File: src/pdu_defines.vh
`ifndef PDU_DEFINES_VH
`define PDU_DEFINES_VH
// register byte offsets
`define PDU_OFS_RX_CURRENT_ADDRESS 12'h000
`define PDU_OFS_RXCNT 12'h004
`define PDU_OFS_TX_CURRENT_ADDRESS 12'h008
`define PDU_OFS_TXCNT 12'h00c
`define PDU_OFS_RX_QUEUED_ADDRESS 12'h010
`define PDU_OFS_RXNCNT 12'h014
`define PDU_OFS_TX_QUEUED_ADDRESS 12'h018
`define PDU_OFS_TXNCNT 12'h01c
`define PDU_OFS_CMD 12'h020
`define PDU_OFS_STATE 12'h024
`define PDU_OFS_FLAGS 12'h028
// command and status bit positions
`define PDU_B_RXEN 0
`define PDU_B_RXDIS 1
`define PDU_B_TXEN 8
`define PDU_B_TXDIS 9
`define PDU_B_RX_RING_ON 16
`define PDU_B_RX_RING_OFF 17
`define PDU_B_TX_RING_ON 18
`define PDU_B_TX_RING_OFF 19
`define PDU_B_ERR 24
// transfer size codes
`define PDU_SZ_BYTE 2'h0
`define PDU_SZ_HALF 2'h1
`define PDU_SZ_WORD 2'h2
// reset value of every pointer; counts reset to zero directly
`define PDU_RST_VAL 32'h00000000
`endif

File: src/pdu_top.v
// Local design decisions: the placing of the registers and the APB slave port.
`timescale 1ns/100ps
`include "pdu_defines.vh"
module pdu_top #(
  parameter HALF_DUPLEX = 0
) (
  input wire CLK,
  input wire NRST,
  input wire PSEL,
  input wire PENABLE,
  input wire PWRITE,
  input wire [11:0] PADDR,
  input wire [31:0] PWDATA,
  output reg [31:0] PRDATA,
  output wire PREADY,
  output wire PSLVERR,
  input wire RX_READY,
  input wire TX_READY,
  input wire [1:0] XFER_SIZE,
  output wire RX_STEP,
  output wire TX_STEP,
  output wire [31:0] RX_ADDR,
  output wire [31:0] TX_ADDR,
  input wire BUS_FAULT,
  output wire RX_BLOCK_DONE,
  output wire TX_BLOCK_DONE,
  output wire RX_ALL_DONE,
  output wire TX_ALL_DONE
);
  ////////////////////////////////////////////////////////////////////////
  // declarations
  wire wr_en; // apb write access phase
  wire rd_en; // apb read access phase
  wire [1:0] rdy_s; // synchronised peripheral ready pins
  wire fault_s; // synchronised bus error
  reg rx_requests_on_r; // rx request enable
  reg tx_requests_on_r; // tx request enable
  reg rx_ring_r; // rx circular mode
  reg tx_ring_r; // tx circular mode
  reg fault_r; // sticky bus fault
  reg rx_done_r; // rx block done flag
  reg tx_done_r; // tx block done flag
  reg rx_all_r; // rx all done flag
  reg tx_all_r; // tx all done flag
  reg rx_step_r; // rx move pulse
  reg tx_step_r; // tx move pulse
  reg rxz_d_r; // previous rx zero state
  reg txz_d_r; // previous tx zero state
  wire [31:0] rx_cptr, tx_cptr, rx_nptr, tx_nptr;
  wire [15:0] rx_ccnt, tx_ccnt, rx_ncnt, tx_ncnt;
  wire rx_busy, tx_busy, rx_z, tx_z, rx_za, tx_za;
  wire w_rx_current_address, w_rxcnt, w_tx_current_address, w_txcnt;
  wire w_rx_queued_address, w_rxncnt, w_tx_queued_address, w_txncnt;
  wire w_cmd;
  wire c_rxen, c_rxdis, c_txen, c_txdis;
  wire hd; // half duplex strap
  wire tx_ring_eff; // ring mode driving the tx engine
  wire rx_last; // step that takes the last item of the rx current count, with or without a reload
  wire tx_last; // step that takes the last item of the tx current count, with or without a reload
  ////////////////////////////////////////////////////////////////////////
  // apb handshake: zero wait states, never an error
  assign PREADY = 1'b1;
  assign PSLVERR = 1'b0;
  assign wr_en = PSEL && PENABLE && PWRITE;
  assign rd_en = PSEL && PENABLE && !PWRITE;
  assign hd = (HALF_DUPLEX != 0);
  ////////////////////////////////////////////////////////////////////////
  // write strobes; in half duplex tx addresses alias rx storage
  assign w_rx_current_address = wr_en && ((PADDR == `PDU_OFS_RX_CURRENT_ADDRESS) ||
                   (hd && PADDR == `PDU_OFS_TX_CURRENT_ADDRESS));
  assign w_rxcnt = wr_en && ((PADDR == `PDU_OFS_RXCNT) ||
                   (hd && PADDR == `PDU_OFS_TXCNT));
  assign w_rx_queued_address = wr_en && ((PADDR == `PDU_OFS_RX_QUEUED_ADDRESS) ||
                    (hd && PADDR == `PDU_OFS_TX_QUEUED_ADDRESS));
  assign w_rxncnt = wr_en && ((PADDR == `PDU_OFS_RXNCNT) ||
                    (hd && PADDR == `PDU_OFS_TXNCNT));
  assign w_tx_current_address = wr_en && !hd && (PADDR == `PDU_OFS_TX_CURRENT_ADDRESS);
  assign w_txcnt = wr_en && !hd && (PADDR == `PDU_OFS_TXCNT);
  assign w_tx_queued_address = wr_en && !hd && (PADDR == `PDU_OFS_TX_QUEUED_ADDRESS);
  assign w_txncnt = wr_en && !hd && (PADDR == `PDU_OFS_TXNCNT);
  assign w_cmd = wr_en && (PADDR == `PDU_OFS_CMD);
  assign c_rxen = w_cmd && PWDATA[`PDU_B_RXEN];
  assign c_rxdis = w_cmd && PWDATA[`PDU_B_RXDIS];
  assign c_txen = w_cmd && PWDATA[`PDU_B_TXEN];
  assign c_txdis = w_cmd && PWDATA[`PDU_B_TXDIS];
  ////////////////////////////////////////////////////////////////////////
  // ready and fault pins pass two flops before use
  pdu_sync #(.W(3)) u_sync (
    .clk(CLK),
    .nrst(NRST),
    .din({BUS_FAULT, TX_READY, RX_READY}),
    .dout({fault_s, rdy_s})
  );
  ////////////////////////////////////////////////////////////////////////
  // channel engines; tx engine idle in half duplex
  pdu_chan u_rx (
    .clk(CLK),
    .nrst(NRST),
    .wr_cptr(w_rx_current_address),
    .wr_ccnt(w_rxcnt),
    .wr_nptr(w_rx_queued_address),
    .wr_ncnt(w_rxncnt),
    .wdata(PWDATA),
    .ring(rx_ring_r | (hd & tx_ring_r & tx_requests_on_r)),
    .step(rx_step_r | (hd & tx_step_r)),
    .size(XFER_SIZE),
    .cptr_r(rx_cptr),
    .ccnt_r(rx_ccnt),
    .nptr_r(rx_nptr),
    .ncnt_r(rx_ncnt),
    .busy(rx_busy),
    .zero_cur(rx_z),
    .zero_all(rx_za)
  );
  assign tx_ring_eff = tx_ring_r;
  pdu_chan u_tx (
    .clk(CLK),
    .nrst(NRST),
    .wr_cptr(w_tx_current_address),
    .wr_ccnt(w_txcnt),
    .wr_nptr(w_tx_queued_address),
    .wr_ncnt(w_txncnt),
    .wdata(PWDATA),
    .ring(tx_ring_eff),
    .step(tx_step_r & !hd),
    .size(XFER_SIZE),
    .cptr_r(tx_cptr),
    .ccnt_r(tx_ccnt),
    .nptr_r(tx_nptr),
    .ncnt_r(tx_ncnt),
    .busy(tx_busy),
    .zero_cur(tx_z),
    .zero_all(tx_za)
  );
  ////////////////////////////////////////////////////////////////////////
  // request enables and ring mode from command writes
  always @(posedge CLK) begin
    if (!NRST) begin
      rx_requests_on_r <= 1'b0;
      tx_requests_on_r <= 1'b0;
      rx_ring_r <= 1'b0;
      tx_ring_r <= 1'b0;
    end else begin
      if (hd) begin
        // enabling one direction clears the other, so rx and tx enables stay apart
        if (c_rxdis || c_txdis) begin
          rx_requests_on_r <= 1'b0;
          tx_requests_on_r <= 1'b0;
        end else if (c_rxen) begin
          rx_requests_on_r <= 1'b1;
          tx_requests_on_r <= 1'b0;
        end else if (c_txen) begin
          tx_requests_on_r <= 1'b1;
          rx_requests_on_r <= 1'b0;
        end
      end else begin
        if (c_rxdis) begin
          rx_requests_on_r <= 1'b0;
        end else if (c_rxen) begin
          rx_requests_on_r <= 1'b1;
        end
        if (c_txdis) begin
          tx_requests_on_r <= 1'b0;
        end else if (c_txen) begin
          tx_requests_on_r <= 1'b1;
        end
      end
      // disable wins when both are written together
      if (w_cmd && PWDATA[`PDU_B_RX_RING_OFF]) begin
        rx_ring_r <= 1'b0;
      end else if (w_cmd && PWDATA[`PDU_B_RX_RING_ON]) begin
        rx_ring_r <= 1'b1;
      end
      if (w_cmd && PWDATA[`PDU_B_TX_RING_OFF]) begin
        tx_ring_r <= 1'b0;
      end else if (w_cmd && PWDATA[`PDU_B_TX_RING_ON]) begin
        tx_ring_r <= 1'b1;
      end
    end
  end
  ////////////////////////////////////////////////////////////////////////
  // sticky fault: a new fault beats a clear in the same cycle
  always @(posedge CLK) begin
    if (!NRST) begin
      fault_r <= 1'b0;
    end else if (fault_s) begin
      fault_r <= 1'b1;
    end else if (w_cmd && PWDATA[`PDU_B_ERR]) begin
      fault_r <= 1'b0;
    end
  end
  ////////////////////////////////////////////////////////////////////////
  // at most one move every other cycle per synchronised ready level while counts remain
  always @(posedge CLK) begin
    if (!NRST) begin
      rx_step_r <= 1'b0;
      tx_step_r <= 1'b0;
    end else begin
      rx_step_r <= rdy_s[0] && rx_requests_on_r && rx_busy &&
                   !rx_step_r;
      tx_step_r <= rdy_s[1] && tx_requests_on_r &&
                   (hd ? rx_busy : tx_busy) && !tx_step_r;
    end
  end
  assign RX_STEP = rx_step_r;
  assign TX_STEP = tx_step_r;
  assign RX_ADDR = rx_cptr;
  assign TX_ADDR = hd ? rx_cptr : tx_cptr;
  ////////////////////////////////////////////////////////////////////////
  // done flags set on reaching zero, cleared by nonzero count writes
  // a reload step never shows a zero count, so catch the last item here
  assign rx_last = (rx_step_r || (hd && tx_step_r)) &&
                   (rx_ccnt == 16'h0001);
  assign tx_last = hd ? rx_last : (tx_step_r && (tx_ccnt == 16'h0001));
  always @(posedge CLK) begin
    if (!NRST) begin
      rxz_d_r <= 1'b1;
      txz_d_r <= 1'b1;
      rx_done_r <= 1'b0;
      tx_done_r <= 1'b0;
      rx_all_r <= 1'b0;
      tx_all_r <= 1'b0;
    end else begin
      rxz_d_r <= rx_z;
      txz_d_r <= (hd ? rx_z : tx_z);
      if ((rx_z && !rxz_d_r) || rx_last) begin
        rx_done_r <= 1'b1;
      end else if ((w_rxcnt || w_rxncnt) && PWDATA[15:0] != 16'h0000) begin
        rx_done_r <= 1'b0;
      end
      if (rx_za && !rxz_d_r) begin
        rx_all_r <= 1'b1;
      end else if ((w_rxcnt || w_rxncnt) && PWDATA[15:0] != 16'h0000) begin
        rx_all_r <= 1'b0;
      end
      if (((hd ? rx_z : tx_z) && !txz_d_r) || tx_last) begin
        tx_done_r <= 1'b1;
      end else if ((w_txcnt || w_txncnt || (hd && (w_rxcnt || w_rxncnt)))
                   && PWDATA[15:0] != 16'h0000) begin
        tx_done_r <= 1'b0;
      end
      if ((hd ? rx_za : tx_za) && !txz_d_r) begin
        tx_all_r <= 1'b1;
      end else if ((w_txcnt || w_txncnt || (hd && (w_rxcnt || w_rxncnt)))
                   && PWDATA[15:0] != 16'h0000) begin
        tx_all_r <= 1'b0;
      end
    end
  end
  assign RX_BLOCK_DONE = rx_done_r;
  assign TX_BLOCK_DONE = tx_done_r;
  assign RX_ALL_DONE = rx_all_r;
  assign TX_ALL_DONE = tx_all_r;
  ////////////////////////////////////////////////////////////////////////
  // read mux; command register reads zero, unmapped reads zero
  always @* begin
    PRDATA = 32'h00000000;
    if (!rd_en) begin
      PRDATA = 32'h00000000;
    end else if (PADDR == `PDU_OFS_RX_CURRENT_ADDRESS ||
                 (hd && PADDR == `PDU_OFS_TX_CURRENT_ADDRESS)) begin
      PRDATA = rx_cptr;
    end else if (PADDR == `PDU_OFS_RXCNT ||
                 (hd && PADDR == `PDU_OFS_TXCNT)) begin
      PRDATA = {16'h0000, rx_ccnt};
    end else if (PADDR == `PDU_OFS_RX_QUEUED_ADDRESS ||
                 (hd && PADDR == `PDU_OFS_TX_QUEUED_ADDRESS)) begin
      PRDATA = rx_nptr;
    end else if (PADDR == `PDU_OFS_RXNCNT ||
                 (hd && PADDR == `PDU_OFS_TXNCNT)) begin
      PRDATA = {16'h0000, rx_ncnt};
    end else if (PADDR == `PDU_OFS_TX_CURRENT_ADDRESS) begin
      PRDATA = tx_cptr;
    end else if (PADDR == `PDU_OFS_TXCNT) begin
      PRDATA = {16'h0000, tx_ccnt};
    end else if (PADDR == `PDU_OFS_TX_QUEUED_ADDRESS) begin
      PRDATA = tx_nptr;
    end else if (PADDR == `PDU_OFS_TXNCNT) begin
      PRDATA = {16'h0000, tx_ncnt};
    end else if (PADDR == `PDU_OFS_STATE) begin
      PRDATA[`PDU_B_RXEN] = rx_requests_on_r;
      PRDATA[`PDU_B_TXEN] = tx_requests_on_r;
      PRDATA[`PDU_B_RX_RING_ON] = rx_ring_r;
      PRDATA[`PDU_B_TX_RING_ON] = tx_ring_r;
      PRDATA[`PDU_B_ERR] = fault_r;
    end else if (PADDR == `PDU_OFS_FLAGS) begin
      PRDATA[3:0] = {tx_all_r, rx_all_r, tx_done_r, rx_done_r};
    end
  end
endmodule

File: src/pdu_sync.v
`timescale 1ns/100ps
`include "pdu_defines.vh"
// two-flop synchroniser, one per bit
module pdu_sync #(
  parameter W = 2
) (
  input wire clk,
  input wire nrst,
  input wire [W-1:0] din,
  output wire [W-1:0] dout
);
  reg [W-1:0] s1_r; // first stage, read only by second stage
  reg [W-1:0] s2_r; // second stage
  genvar i;
  ////////////////////////////////////////////////////////////////////////
  // per-bit two stage chain
  generate
    for (i = 0; i < W; i = i + 1) begin : g_bit
      always @(posedge clk) begin
        if (!nrst) begin
          s1_r[i] <= 1'b0;
          s2_r[i] <= 1'b0;
        end else begin
          s1_r[i] <= din[i];
          s2_r[i] <= s1_r[i];
        end
      end
    end
  endgenerate
  assign dout = s2_r;
endmodule

File: src/pdu_chan.v
`timescale 1ns/100ps
`include "pdu_defines.vh"
// one channel's pointer and count engine
module pdu_chan (
  input wire clk,
  input wire nrst,
  input wire wr_cptr,
  input wire wr_ccnt,
  input wire wr_nptr,
  input wire wr_ncnt,
  input wire [31:0] wdata,
  input wire ring,
  input wire step,
  input wire [1:0] size,
  output reg [31:0] cptr_r,
  output reg [15:0] ccnt_r,
  output reg [31:0] nptr_r,
  output reg [15:0] ncnt_r,
  output wire busy,
  output wire zero_cur,
  output wire zero_all
);
  reg [31:0] inc; // pointer stride in bytes
  ////////////////////////////////////////////////////////////////////////
  // stride from item size
  always @* begin
    inc = 32'h00000001;
    if (size == `PDU_SZ_HALF) begin
      inc = 32'h00000002;
    end else if (size == `PDU_SZ_WORD) begin
      inc = 32'h00000004;
    end
  end
  assign busy = (ccnt_r != 16'h0000);
  assign zero_cur = (ccnt_r == 16'h0000);
  assign zero_all = zero_cur && (ncnt_r == 16'h0000);
  ////////////////////////////////////////////////////////////////////////
  // software writes win over hardware updates of the same field
  always @(posedge clk) begin
    if (!nrst) begin
      cptr_r <= `PDU_RST_VAL;
      ccnt_r <= 16'h0000;
      nptr_r <= `PDU_RST_VAL;
      ncnt_r <= 16'h0000;
    end else begin
      if (step && busy) begin
        cptr_r <= cptr_r + inc;
        ccnt_r <= ccnt_r - 16'h0001;
        if (ccnt_r == 16'h0001 && ncnt_r != 16'h0000) begin
          // reload from queue when the current block ends
          cptr_r <= nptr_r;
          ccnt_r <= ncnt_r;
          if (!ring) begin
            nptr_r <= `PDU_RST_VAL; // ring keeps the queue
            ncnt_r <= 16'h0000;
          end
        end
      end
      if (wr_cptr) cptr_r <= wdata;
      if (wr_ccnt) ccnt_r <= wdata[15:0];
      if (wr_nptr) nptr_r <= wdata;
      if (wr_ncnt) ncnt_r <= wdata[15:0];
    end
  end
endmodule

File: config.mk
export PLATFORM = sky130hd
export DESIGN_NAME = pdu_top
export DESIGN_NICKNAME = d
export VERILOG_FILES = /design/src/pdu_top.v /design/src/pdu_sync.v /design/src/pdu_chan.v
export VERILOG_INCLUDE_DIRS = /design/src
export SDC_FILE = /design/constraint.sdc
export NUM_CORES = 1
export LEC_CHECK = 0
export BUFFER_PORTS_ARGS = -buffer_cell sky130_fd_sc_hd__buf_2
export CAP_MARGIN = 10
export CORE_UTILIZATION = 25
export CTS_CLUSTER_SIZE = 24
export DETAILED_ROUTE_END_ITERATION = 8
export PLACE_DENSITY = 0.51
export SLEW_MARGIN = 20
export SYNTH_ARGS = -nofsm -noshare
export SYNTH_HDL_FRONTEND = slang
export SYNTH_SLANG_ARGS = --single-unit
File: constraint.sdc
create_clock -name CLK -period 6 [get_ports CLK]
set_clock_uncertainty 0.05 [all_clocks]
set_input_delay 0.3 -clock CLK [delete_from_list [all_inputs] [get_ports CLK]]
set_output_delay 0.3 -clock CLK [all_outputs]
set_load 0.005 [all_outputs]
==> metrics.txt <==
status completed; DR WL met3 4900 um; Critical-path top delay cell nor2_2; leakage power around 5.4 nW; Fin Hold WS 48.8 ps; cell row count between 80 and 90; Routed Antenna Nets 0; Area Growth Syn to Fin 14.9%; Top FF cell, synth dfxtp_1; Slew @ Worst Pin ~1100 ps; startpoint types input pin; full die area roughly 0.054 sq mm; synthesized area approximately 0.013 sq mm; Clock power frac 0.514; clk sinks between 200 and 250; sw frac 0.255; Logic pwr share 0.051; largest family of logic cells by synthesized area compound AO/OA/AOI/OAI gates; # DRC 0; post-DR wirelength/cell ~25 um; CTS root buf clkbuf_16; CP endpoint kind primary output; Netlist cell types 81; Hold Crit Class in -> reg; reg2reg setup slack 2470 ps; Cell Int Power about 0.0024 W; via count between 10000 and 15000; Pins Over Slew Limit 0; register area share after synthesis 0.320; Rel. slew slack 0.253; final hold vios 0; Sequential Power Share 0.435; Synth Register Bits 211; Crit Path Category in -> out; RSZ-0062 raised after global routing false; Worst VDD drop 0.000209 V; fin crit share 0.623; Synth Area in Simple Gates 0.230; drt pass-1 iters 6; Ports roughly 160; H-tree depth 1; core box area between 0.05 and 0.06 sq mm; Post-Syn Area per Cell about 7.7 sq um; Layout Nets between 1500 and 2000; filler instances approximately 5600; most frequent CP cell buf_2; commonest non-fill, non-tap cell in the layout dfxtp_1; area fraction in compound gates after synthesis 0.296; max cap viols 0; vias in the first global route around 13000; die height between 200 and 250 um; Yosys top cell by area dfxtp_1; Worst Path Required between 5000 and 6000 ps; Hold Buf Count CTS 4; WP data arrival approximately 3400 ps; Port Buffers about 160; met2 wire len 27600 um; minimum clock period around 3700 ps; Sw Pwr ~0.00082 W; CTS tree done; Post-Synth XOR/XNOR Area 0.0537; Ys Warns 0; cts bufs inserted 27; final setup TNS 0 ps; CP max stage delay between 800 and 900 ps; Post-Synth Adder-Cell Area 0.0144; Die Wd 232 um; top cells by area, synth dfxtp_1, a22oi_1, a21oi_1, nand2_1, nor2_1; Metal-1 WL 26500 um; post-DP HPWL between 40000 and 50000 um; Starting DRT DRC Count between 1500 and 2000; clock insertion delay at the later pin of the skew report about 570 ps; mux cell area share after synthesis 0.0205; cts repair resizes 0; CP cell instances buf_2 -> buf_4 -> inv_1 -> nand2_1 -> nor2_2 -> a222oi_1 -> a21oi_1 -> buf_2; fmax roughly 270 MHz; Gate Count Post-Synth 1708; highest routed layer met5; number of enable flip-flop cells after synthesis 0; post-CTS setup buffers 0; post-synth top area share 0.320; pwr dens roughly 210 mW/mm^2; total grt overflow 0; DRT Wirelength about 61000 um; Worst-path clk slew 60 ps; CTS Buffer Depth 3; first-pass GRT wire length about 90000 um; placer congestion estimate approximately 1.0; largest net degree at the start of global routing 80; leading cell types in the layout, fill and taps excluded dfxtp_1, nand2_1, nor2_1, buf_2, a21oi_1; initial antenna violation count 4; drt via density 5.76; layout cells sized above 1 0.155; CP max FO 40; Initial Utilization 0.255; Final setup viols 0; fraction of registers with async set/reset 0; net count after synthesis approximately 1800; Overall Global Routing Usage 0.219
[cell usage after synthesis, drive strengths merged, types with 4 or more instances]
cell / n
nor2b: 4
a211o: 8
or4: 7
and4: 13
mux2: 4
nand3: 57
clkbuf: 88
a22o: 12
a2111oi: 5
nor2: 187
buf: 66
o21a: 8
nor4: 29
ha: 12
or3: 5
nor3b: 10
a21o: 17
a222oi: 4
and3: 6
nand2b: 5
a21oi: 149
xnor2: 43
o22ai: 28
dfxtp: 211
o211ai: 47
nor3: 32
o32ai: 7
and2: 16
a221oi: 7
or2: 4
xor2: 38
nand4b: 4
o41ai: 4
mux2i: 18
a22oi: 141
a211oi: 9
o21ai: 97
nand4: 31
nand3b: 8
nand2: 176
o31ai: 4
inv: 30
a31oi: 26
[cell families (layout without fill, tap and decap cells)]
| group | count (synthesis) | count (layout) |
|---|---|---|
| multiplexers | 24 | 24 |
| other | 2 | 4 |
| adder cells (fa/ha/maj) | 14 | 14 |
| flip-flops | 211 | 211 |
| AO/OA/AOI/OAI | 591 | 591 |
| XOR/XNOR | 81 | 81 |
| buffers and inverters | 184 | 257 |
| AND/OR/NAND/NOR | 601 | 601 |
[worst paths after layout]
check                                                 start                           end  cells after the start
worst max-delay path                               PADDR[2]                    PRDATA[24]                      8
worst min-delay path                             PWDATA[31]  u_rx.cptr_r[31]$_SDFFE_PN0P_                      3
worst min register to register    u_sync.dout[0]$_SDFF_PN0_            RX_STEP$_SDFF_PN0_                      2
worst max register to register  u_rx.ccnt_r[0]$_SDFFE_PN0P_   u_rx.nptr_r[8]$_SDFFE_PN0P_                      9
[sequential cells by signal (all words and copies together) (netlist names), 16 cells and up]
signal and flops:
u_tx.ccnt_r 16, u_tx.cptr_r 32, u_tx.ncnt_r 16, u_rx.ccnt_r 16, u_rx.cptr_r 32, u_rx.nptr_r 32, u_tx.nptr_r 32, u_rx.ncnt_r 16
[metal layers]
layer	global-route usage	vias to the layer above
li1	-	6433
met3	0.0351	128
met1	0.297	6925
met5	0	-
met2	0.353	703
met4	0.0707	2
[final cells by class]
type,count,area (sq um),share of cell area
multi-input combinational,1313,8140,0.536
tap,680,851,0.0560
sequential,211,4220,0.278
clock buffer,34,742,0.0489
inverter,30,115,0.00758
clock inverter,16,154,0.0101
antenna,2,5.00,0.000330
timing repair buffer,177,951,0.0626
[metrics by stage]
stage,std cells,setup slack [ps],util,cell area [sq um],power (W)
5_1_grt,2462,2140,0.294,15200,0.00332
2_1_floorplan,1708,3490,-,13200,0.00152
6_report,2463,2260,0.294,15200,0.00323
3_5_place_dp,2407,2330,0.275,14200,0.00160
4_1_cts,2461,2330,0.293,15200,0.00325
3_3_place_gp,2407,2180,0.275,14200,0.00159
[worst max-delay path, delay by kind of cell]
family | cells | cell delay, ps
simple gates | 2 | 1170
buf+inv | 4 | 1310
compound gates | 2 | 560
[power by group through the flow]
| stage | Combinational, W | Clock, W | Sequential (W) |
|---|---|---|---|
| global placement | 0.000157 | 0 | 0.00144 |
| finish | 0.000166 | 0.00166 | 0.00141 |
| global route | 0.000173 | 0.00174 | 0.00141 |
| detailed placement | 0.000158 | 0 | 0.00144 |
| CTS | 0.000161 | 0.00169 | 0.00141 |
| floorplan | 0.0000832 | 0 | 0.00144 |
Note: power is estimated with default switching activity, not from simulation.
